===== src/svw_pkg.sv =====
// Shared constants and types of the supervisor watchdog and reset block
package svw_pkg;

   // Master clock and internal timebase
   localparam int unsigned CLK_HZ       = 125_000_000;
   localparam int unsigned OSC_HZ       = 10_240;
   localparam int unsigned OSC_DIV_DEF  = CLK_HZ / OSC_HZ;

   // Printed times of the internal timebase
   localparam int unsigned RST_MS       = 50;
   localparam int unsigned WD_FAST_MS   = 100;
   localparam int unsigned WD_SLOW_MS   = 1600;

   // Same times as timebase ticks
   localparam int unsigned RST_TICKS     = RST_MS * OSC_HZ / 1000;
   localparam int unsigned WD_FAST_TICKS = WD_FAST_MS * OSC_HZ / 1000;
   localparam int unsigned WD_SLOW_TICKS = WD_SLOW_MS * OSC_HZ / 1000;

   // Counts when an external clock drives the timebase
   localparam int unsigned EXT_WD_NORM_CLKS = 1024;
   localparam int unsigned EXT_WD_LONG_CLKS = 4096;
   localparam int unsigned EXT_RST_CLKS     = 512;

   // Counter widths
   localparam int unsigned DIV_W  = 14;
   localparam int unsigned RCNT_W = 10;
   localparam int unsigned WCNT_W = 15;

   // Last count value of each period
   localparam logic [RCNT_W-1:0] RST_LAST     = RCNT_W'(RST_TICKS - 1);
   localparam logic [RCNT_W-1:0] EXT_RST_LAST = RCNT_W'(EXT_RST_CLKS - 1);
   localparam logic [WCNT_W-1:0] WD_FAST_LAST = WCNT_W'(WD_FAST_TICKS - 1);
   localparam logic [WCNT_W-1:0] WD_SLOW_LAST = WCNT_W'(WD_SLOW_TICKS - 1);
   localparam logic [WCNT_W-1:0] EXT_NORM_LAST = WCNT_W'(EXT_WD_NORM_CLKS - 1);
   localparam logic [WCNT_W-1:0] EXT_LONG_LAST = WCNT_W'(EXT_WD_LONG_CLKS - 1);

   // Pin synchroniser layout
   localparam int unsigned SYNC_W  = 8;
   localparam int unsigned IX_LL   = 0;
   localparam int unsigned IX_BB   = 1;
   localparam int unsigned IX_PF   = 2;
   localparam int unsigned IX_CE   = 3;
   localparam int unsigned IX_TOG  = 4;
   localparam int unsigned IX_VAL  = 5;
   localparam int unsigned IX_SEL  = 6;
   localparam int unsigned IX_TCK  = 7;

   // Reset sequencer states
   typedef enum logic [1:0] {
      SVW_HOLD = 2'b01,
      SVW_RUN  = 2'b10
   } svw_state_t;

endpackage


===== src/svw_sync2.sv =====
// Two-flop synchroniser bank for asynchronous pins
`timescale 1ns/100ps
`default_nettype none
module svw_sync2 #(
   parameter int unsigned W = 1
) (
   input  wire logic         sys_clk,
   input  wire logic         rst_b,
   input  wire logic [W-1:0] async_in,
   output logic      [W-1:0] sync_out
);

   typedef struct packed {
      logic [W-1:0] s1;
      logic [W-1:0] s2;
   } svw_sync_t;

   svw_sync_t q_r;
   svw_sync_t q_nxt;

   // First stage feeds only the second
   always_comb begin
      q_nxt    = q_r;
      q_nxt.s1 = async_in;
      q_nxt.s2 = q_r.s1;
   end

   // State register
   always_ff @(posedge sys_clk or negedge rst_b) begin
      if (!rst_b) begin
         q_r <= '0;
      end else begin
         q_r <= q_nxt;
      end
   end

   assign sync_out = q_r.s2;

endmodule // svw_sync2
`default_nettype wire


===== src/svw_supervisor.sv =====
// Supervisor reset sequencer, watchdog and status flags
`timescale 1ns/100ps
`default_nettype none

// Summary of operation
// - Reset low while supply sense is under threshold or supply below backup.
// - Reset held a further 50 ms (512 external timing clocks when select is low) after the low condition clears.
// - Watchdog timeout produces a 50 ms reset pulse (512 external timing clocks when select is low).
// - Toggle input is three-level; host toggles it; a stuck level times out.
// - Every toggle transition restarts the watchdog count.
// - Floating or mid-supply toggle input disables the watchdog.
// - Power-fail flag low while power-fail sense is under threshold.
// - Supply below backup forces power-fail flag low.
// - Chip enable passes through, forced high while supply sense is low.
// - Backup flag high while output is fed from backup supply.
// - Supply-low flag follows supply sense with no delay on recovery.
// - Active-high reset is always the inverse of active-low reset.
// - Select high uses internal timebase; low uses the external timing clock.
// - Internal mode: timing pin low picks the fast watchdog period.
// - Expiry output low on timeout, high again on next toggle.
// - Expiry output held high while toggle input is undriven.
// - Expiry output forced high when the supply-low flag goes low.
// - Long period (1.6 s, or 4096 external timing clocks when select is low) applies right after any reset.
// - Normal period applies only after the first toggle following reset.
module svw_supervisor #(
   parameter int unsigned OSC_DIV = svw_pkg::OSC_DIV_DEF
) (
   input  wire logic sys_clk,
   input  wire logic rst_b,
   input  wire logic supply_sense_in,
   input  wire logic supply_below_backup,
   input  wire logic power_fail_sense,
   input  wire logic chip_enable_in_n,
   input  wire logic watchdog_toggle_in,
   input  wire logic watchdog_drive_valid,
   input  wire logic timing_source_select,
   input  wire logic timing_clock_in,
   output logic      reset_out_n,
   output logic      reset_out,
   output logic      watchdog_expired_n,
   output logic      power_fail_flag_n,
   output logic      supply_low_flag_n,
   output logic      chip_enable_out_n,
   output logic      on_backup_flag
);

   typedef struct packed {
      svw_pkg::svw_state_t             st;
      logic [svw_pkg::DIV_W-1:0]       div;
      logic [svw_pkg::RCNT_W-1:0]      rcnt;
      logic [svw_pkg::WCNT_W-1:0]      wcnt;
      logic                            long_mode;
      logic                            tog_prev;
      logic                            tck_prev;
      logic                            reset_n;
      logic                            reset_hi;
      logic                            expired_n;
      logic                            pf_n;
      logic                            sl_n;
      logic                            ce_n;
      logic                            backup;
      logic [1:0]                      settle;
   } svw_core_t;

   svw_core_t                  q_r;
   svw_core_t                  q_nxt;
   logic [svw_pkg::SYNC_W-1:0] pins_s;
   logic                       tick;
   logic                       tog_edge;
   logic                       wd_fire;
   logic                       low_cond;
   logic [svw_pkg::WCNT_W-1:0] wd_last;
   logic [svw_pkg::RCNT_W-1:0] rst_last;

   // Last watchdog count for the current timebase and mode
   function automatic logic [svw_pkg::WCNT_W-1:0] wd_limit(
      input logic long_m,
      input logic int_sel,
      input logic slow_pin
   );
      logic [svw_pkg::WCNT_W-1:0] lim;
      lim = svw_pkg::WD_SLOW_LAST;
      if (!int_sel) begin
         lim = long_m ? svw_pkg::EXT_LONG_LAST : svw_pkg::EXT_NORM_LAST;
      end else if (!long_m && !slow_pin) begin
         lim = svw_pkg::WD_FAST_LAST;
      end
      return lim;
   endfunction

   // All pins cross into the clock domain
   svw_sync2 #(
      .W (svw_pkg::SYNC_W)
   ) u_sync (
      .sys_clk  (sys_clk),
      .rst_b    (rst_b),
      .async_in ({timing_clock_in, timing_source_select, watchdog_drive_valid,
                  watchdog_toggle_in, chip_enable_in_n, power_fail_sense,
                  supply_below_backup, supply_sense_in}),
      .sync_out (pins_s)
   );

   // Watchdog period and reset width selection
   always_comb begin
      wd_last  = wd_limit(q_r.long_mode, pins_s[svw_pkg::IX_SEL], pins_s[svw_pkg::IX_TCK]);
      rst_last = pins_s[svw_pkg::IX_SEL] ? svw_pkg::RST_LAST : svw_pkg::EXT_RST_LAST;
   end

   // Main next-state logic
   always_comb begin
      q_nxt          = q_r;
      q_nxt.tog_prev = pins_s[svw_pkg::IX_TOG];
      q_nxt.tck_prev = pins_s[svw_pkg::IX_TCK];
      low_cond       = pins_s[svw_pkg::IX_LL] | pins_s[svw_pkg::IX_BB];

      tick = 1'b0;
      if (pins_s[svw_pkg::IX_SEL]) begin
         if (q_r.div == svw_pkg::DIV_W'(OSC_DIV - 1)) begin
            tick      = 1'b1;
            q_nxt.div = '0;
         end else begin
            q_nxt.div = q_r.div + 1'b1;
         end
      end else begin
         tick      = pins_s[svw_pkg::IX_TCK] & ~q_r.tck_prev;
         q_nxt.div = '0;
      end

      tog_edge = pins_s[svw_pkg::IX_VAL] & (pins_s[svw_pkg::IX_TOG] ^ q_r.tog_prev);
      wd_fire  = (q_r.st == svw_pkg::SVW_RUN) && pins_s[svw_pkg::IX_VAL] && !tog_edge
                 && tick && (q_r.wcnt == wd_last) && !low_cond;

      case (q_r.st)
         svw_pkg::SVW_HOLD: begin
            q_nxt.reset_n   = 1'b0;
            q_nxt.wcnt      = '0;
            q_nxt.long_mode = 1'b1;
            if (low_cond) begin
               q_nxt.rcnt = '0;
            end else if (tick) begin
               if (q_r.rcnt == rst_last) begin
                  q_nxt.st      = svw_pkg::SVW_RUN;
                  q_nxt.reset_n = 1'b1;
                  q_nxt.rcnt    = '0;
               end else begin
                  q_nxt.rcnt = q_r.rcnt + 1'b1;
               end
            end
         end
         svw_pkg::SVW_RUN: begin
            if (low_cond) begin
               q_nxt.st      = svw_pkg::SVW_HOLD;
               q_nxt.reset_n = 1'b0;
               q_nxt.rcnt    = '0;
               q_nxt.wcnt    = '0;
            end else if (wd_fire) begin
               q_nxt.st        = svw_pkg::SVW_HOLD;
               q_nxt.reset_n   = 1'b0;
               q_nxt.rcnt      = '0;
               q_nxt.wcnt      = '0;
               q_nxt.expired_n = 1'b0;
            end else if (!pins_s[svw_pkg::IX_VAL]) begin
               q_nxt.wcnt = '0;
            end else if (tog_edge) begin
               q_nxt.wcnt      = '0;
               q_nxt.long_mode = 1'b0;
            end else if (tick) begin
               q_nxt.wcnt = q_r.wcnt + 1'b1;
            end
         end
         default: begin
            q_nxt.st      = svw_pkg::SVW_HOLD;
            q_nxt.reset_n = 1'b0;
            q_nxt.rcnt    = '0;
         end
      endcase

      if (tog_edge || !pins_s[svw_pkg::IX_VAL] || pins_s[svw_pkg::IX_LL]) begin
         q_nxt.expired_n = 1'b1;
      end

      q_nxt.reset_hi = ~q_nxt.reset_n;
      q_nxt.pf_n     = ~(pins_s[svw_pkg::IX_PF] | pins_s[svw_pkg::IX_BB]);
      q_nxt.sl_n     = ~pins_s[svw_pkg::IX_LL];
      // chip enable gating, held high until the synchronisers fill
      q_nxt.settle   = {q_r.settle[0], 1'b1};
      q_nxt.ce_n     = pins_s[svw_pkg::IX_LL] | pins_s[svw_pkg::IX_CE] | ~q_r.settle[1];
      q_nxt.backup   = pins_s[svw_pkg::IX_BB];
   end

   // State register
   always_ff @(posedge sys_clk or negedge rst_b) begin
      if (!rst_b) begin
         q_r           <= '0;
         q_r.st        <= svw_pkg::SVW_HOLD;
         q_r.long_mode <= 1'b1;
         q_r.reset_hi  <= 1'b1;
         q_r.expired_n <= 1'b1;
         q_r.pf_n      <= 1'b1;
         q_r.sl_n      <= 1'b1;
         q_r.ce_n      <= 1'b1;
      end else begin
         q_r <= q_nxt;
      end
   end

   // Outputs straight from the state register
   assign reset_out_n        = q_r.reset_n;
   assign reset_out          = q_r.reset_hi;
   assign watchdog_expired_n = q_r.expired_n;
   assign power_fail_flag_n  = q_r.pf_n;
   assign supply_low_flag_n  = q_r.sl_n;
   assign chip_enable_out_n  = q_r.ce_n;
   assign on_backup_flag     = q_r.backup;
endmodule // svw_supervisor
`default_nettype wire


===== config.mk =====
export PLATFORM = sky130hd
export DESIGN_NAME = svw_supervisor
export DESIGN_NICKNAME = d
export VERILOG_FILES = /design/src/svw_pkg.sv /design/src/svw_sync2.sv /design/src/svw_supervisor.sv
export SDC_FILE = /design/constraint.sdc
export NUM_CORES = 1
export LEC_CHECK = 0
export ABC_AREA = 1
export CAP_MARGIN = 20
export CORE_MARGIN = 4
export CORE_UTILIZATION = 47
export CTS_CLUSTER_SIZE = 20
export DETAILED_ROUTE_END_ITERATION = 12
export DONT_BUFFER_PORTS = 1
export GPL_ROUTABILITY_DRIVEN = 0
export PLACE_DENSITY = 0.62
export SYNTH_ARGS = -nofsm -noshare
export SYNTH_HDL_FRONTEND = slang
export SYNTH_SLANG_ARGS = --single-unit

===== constraint.sdc =====
create_clock -name sys_clk -period 4.4 [get_ports sys_clk]
set_clock_uncertainty 0.2 [all_clocks]
set_input_delay 0.22 -clock sys_clk [delete_from_list [all_inputs] [get_ports sys_clk]]
set_output_delay 0.22 -clock sys_clk [all_outputs]
set_load 0.05 [all_outputs]

======== Yosys cells after proc, flatten, opt, wreduce, memory -nomap -nowiden ========
Index checks and enable logic that the tools add are counted.
operators by class
  $add $sub $neg .......................... 3
  equal/unequal tests ..................... 16
  muxes and demuxes ....................... 38
  bitwise operators ....................... 12
  reduce and logical (&&, ||, !) cells .... 21
operators with widths
  kind                     count
  $mux W15                 5
  $mux W14                 3
  $mux W10                 4
  $pmux W16 S2             1
  $mux W25                 1
  $pmux W10 S2             1
  $add A15 B1 Y15 const B  1
  $eq A15 B15 Y1           1
  $mux W1                  15
  $add A14 B1 Y14 const B  1
  $eq A14 B14 Y1 const B   1
  $mux W12                 1
  $ne A2 B2 Y1 const B     6
  $add A10 B1 Y10 const B  1
  $eq A10 B9 Y1 const B    1
  $mux W2                  5
  $logic_and A1 B1 Y1      6
  $ne A3 B3 Y1 const B     2
  $ne A6 B6 Y1 const B     1
  $reduce_bool A2 Y1       3
  $logic_not A1 Y1         5
  $not A1 Y1               5
  $reduce_and A5 Y1        1
  $ne A2 B1 Y1 const B     2
  other kinds (11)         17
storage, ports and cells
  register bits after elaboration ......... 69
  bits of input ports ..................... 10
  output and inout port bits .............. 7
  word-level logic and storage cells ...... 107

======== Depth between registers and ports, before layout ========
  word-level depth ........................ 11
  depth in mapped cells ................... 13
  gate-level depth less buffers ........... 13

======== By module ========
A second synthesis with hierarchy kept.
second synthesis, totals
  cell total of the unflattened synthesis .. 399
  area total of the unflattened synthesis .. 3,326.9 µm²
by module, submodules not included
  module          instances  cells each  area an instance (µm²)  sequential area each (µm²)
  svw_supervisor  1          383         2,926.6                 1,335.0
  svw_sync2       1          16          400.4                   400.4

======== Worst setup path before layout ========
Ideal clock, no wire load.
  path kind ............................... register to register
  from .................................... register q_r[51] in the netlist's numbering
  to ...................................... register q_r[27] in the netlist's numbering
  setup time .............................. 117 ps
  arrival time ............................ 1,434 ps
  data required time ...................... 4,083 ps
  path slack .............................. 2,649 ps
  cell stages (with the launch flop) ...... 12
  path buffers ............................ 1
  clock period less this slack ............ 1,751 ps
  cell sequence ........................... dfstp_2 inv_1 ha_1 nand3_1 nor2_1 nand3_1 inv_1 nand2_2 nand2_4 buf_8 nand3_1 nand2_1
between the ends
  word-level cells in the longest chain between the ends .. 8
  elaborated cells on any way between the ends .. 11
  those cells by class .................... eq/ne: 4; mux: 1; reduce/logical: 6
ends and longest elaborated chain
  element                             RTL line                                      RTL
  start: declaration                  svw_supervisor.sv:65                          svw_core_t q_r;
  start signal: assignment            svw_supervisor.sv:203                         q_r <= q_nxt;
  $eq A2 B2 Y1                        svw_supervisor.sv:130, svw_supervisor.sv:133
  $logic_and A1 B1 Y1 (2 in series)   svw_supervisor.sv:130                         wd_fire = (q_r.st == svw_pkg::SVW_RUN) && pins_s[svw_pkg::IX_VAL] && !tog_edge
  $logic_and A1 B1 Y1 (3 in series)   svw_supervisor.sv:131                         && tick && (q_r.wcnt == wd_last) && !low_cond;
  $ne A3 B3 Y1 (no source line)       n/a
  $reduce_and A2 Y1 (no source line)  n/a
Several ways; a longest one is shown, not always the timed one.
A chain may end at the register's enable or synchronous reset.

======== Final worst setup path ========
  from .................................... register q_r[37] in the netlist's numbering
  to ...................................... register q_r[25] in the netlist's numbering
between the ends
  word-level cells in the longest chain between the ends .. 9
  elaborated cells on any way between the ends .. 11
  those cells by class .................... eq/ne: 2; mux: 5; reduce/logical: 4
ends and longest elaborated chain
  element                            RTL line               RTL
  $eq A14 B14 Y1 (*)                 svw_supervisor.sv:118  if (q_r.div == svw_pkg::DIV_W'(OSC_DIV - 1)) begin
  $mux W1 (*)                        svw_supervisor.sv:118
  $mux W1 (*)                        svw_supervisor.sv:117  if (pins_s[svw_pkg::IX_SEL]) begin
  $logic_and A1 B1 Y1 (3 in series)  svw_supervisor.sv:131
  $mux W15                           svw_supervisor.sv:156  end else if (wd_fire) begin
  $mux W25                           svw_supervisor.sv:151  if (low_cond) begin
  $pmux W16 S2                       svw_supervisor.sv:133  case (q_r.st)
Mark *: on every way between the ends. The rest lies on a longest branch, timed or not.

==> results.toml <==
[global_routing]
grt_usage = 0.168
grt_pass1_wl_um = 11500
grt_pass1_vias = 2495
grt-ovfl-total = 0
antenna_found_initial = 0
grt_max_degree = 70

[setup_path]
critPathMaxStageDelay_ns = 0.66
worstPathArrival_ns = 2.48
startpoint_type = "flip-flop"
critPathCaptureType = "flip-flop"
required_ns = 4.49
cp_max_fo = 12
cpMostUsedCell = "nor2_1"
crit_chain = "inv_1, ha_1, nand3_1, nor2_1, nand2_1, nand2_2, nand2_4, nor2_1, nor2_1, nand3_1, nand2_1"
crit_slowest_cell = "nor2_1"
critPathKind = "reg -> reg"

[clocking]
clkLatencyLatePin_ns = 0.35
cts_tree = "built"
cts_setup_buffers = 0
cts_sinks = 69
cts_root_buffer = "clkbuf_8"
cts.reportedPaths.clkPinSlew_ns = 0.09
numCtsBuffers = 9
htreeDepth = 3
ctsLongestPathBuffers = 2

[routing]
wl_per_cell_um = 12.3
dr.pass1.iters = 4
drt-total-wl_um = 6430
vias = 2586
ant_nets = 0
drt-initial-drc-count = 193
viasPerCell = 4.93
drc = 0

[sta]
whs_ns = 0.154
post-route-period-util = 0.543
fin_setup_tns_ns = 0
period_minus_slack_ns = 2.39
rsz0062_at_grt = "no"
max_freq_ghz = 0.419
setup_viol = 0
worst_slew_pin_slew_ns = 0.872
hold_violations = 0
maxSlewViolCount = 0
slew_headroom = 0.416

[floorplan]
initial_utilization = 0.489
core_mm2 = 0.00687
rows = 30
die_x_um = 92.5
io-pin-count = 17
die_area_mm2 = 0.00856
die_h_um = 92.5

[synthesis]
yosys.area.top_type = "dfrtp_1"
async_flop_share = 1.00
yosysMostFrequentCell = "nand2_1"
synthCells = 409
synth-edff-count = 0
synth.distinct_cells = 33
ys.flop_type = "dfrtp_1"
netlist_area_mm2 = 0.00336
synth_top_cell_area_share = 0.462
ys_ff_latch = 69
synth_area_leaders = "dfrtp_1, nand2_1, nor2_1"
syn_area_per_cell_um2 = 8.21
ys_seq_area_frac = 0.517
syn_nets = 425
yosysWarnings = 0
synthTopCellsByCount = "nand2_1, dfrtp_1, nor2_1, inv_1, nand3_1"

[outcome]
outcome = "finished clean"

[layout]
drive_above_1_share = 0.0932
area_growth_pct = 11.1
nets = 440
postLayoutCoreUtil = 0.543
fin_cells = 525
largest_register = "q_r"
finalInstanceArea_mm2 = 0.00373
largest_reg_flops = 45
antennaDiodeCount = 0

[power]
power.density_mw_per_mm2 = 327
leakage_uw = 0.00176
ir_drop_uv = 219

[place]
dp.cells = 499
hpwl_um = 4280
portBuffers = 0
placed_area_mm2 = 0.00342

[min_path]
worst_hold_path_type = "reg -> reg"

[flow_run]
cap_violations = 0
## path summary, 6_finish.rpt
path / slack [ns] / cells after the start / to / startpoint
max in group asynchronous: 3.47 / 2 / power_fail_flag_n / rst_b
min in group asynchronous: 0.20 / 2 / q_r[42] / rst_b
worst min-delay path: 0.15 / 0 / u_sync.sync_out[1] / u_sync.q_nxt[1]
worst min register to register: 0.15 / 0 / u_sync.sync_out[1] / u_sync.q_nxt[1]
worst max-delay path: 2.01 / 11 / q_r[25] / q_r[37]
worst max register to register: 2.01 / 11 / q_r[25] / q_r[37]
## where the power goes
group          internal, µW  total, µW  switching (µW)
Combinational          17.1       52.7            35.5
Sequential              649        665            15.8
Clock                   220        500             280
Total                   887       1220             331
## layer usage
metal	global-route usage	vias to the layer above	part of all wire
met5	0	-	0
met3	0.0406	6	0.039
met1	0.229	1224	0.50
li1	-	1320	-
met4	0.0681	0	0.011
met2	0.255	36	0.45
## critical path, delay by kind of cell, from the launching register on
kind	cells	cell delay, ns
DFF	1	0.38
adders and majority gates	1	0.21
buffers and inverters	1	0.07
and+or+nand+nor	9	1.48
## final cells by class
type	count	area [µm²]
clock inverter	7	67.6
sequential	69	1740
inverter	43	161
clock buffer	9	124
timing repair buffer	10	118
fill	627	3140
tap	96	120
multi-input combinational	291	1400
## cell families after synthesis
logic type	count (synthesis)	share of synthesized area
buffers and inverters	49	0.0652
XOR/XNOR	12	0.0313
AND/OR/NAND/NOR	236	0.306
adder cells (fa/ha/maj)	6	0.0224
other	1	0.00112
AO/OA/AOI/OAI	36	0.0574
flip-flops	69	0.517
## repair_timing
action | in CTS | in global routing
hold endpoints to repair | 77 | 0
hold buffers | 10 | 0
setup endpoints to repair | 0 | 0
resized for setup | 0 | 0
## through the flow
step / worst slack (ns) / power [µW]
floorplan: 2.65 / 701
global placement: 2.05 / 709
detailed placement: 2.01 / 710
CTS: 2.00 / 1240
global route: 1.73 / 1270
finish: 2.01 / 1220
## layout by cell type, fill, tap and decap left out, drive strengths merged, types with 6 or more instances in the layout
| master | instances |
|---|---|
| nand2 | 118 |
| o21ai | 17 |
| dlygate4sd3 | 9 |
| a21oi | 15 |
| ha | 6 |
| xor2 | 8 |
| dfstp | 7 |
| nor2 | 65 |
| nand3 | 43 |
| dfrtp | 62 |
| clkbuf | 9 |
| inv | 47 |
Power figures use the tool's default switching activity.
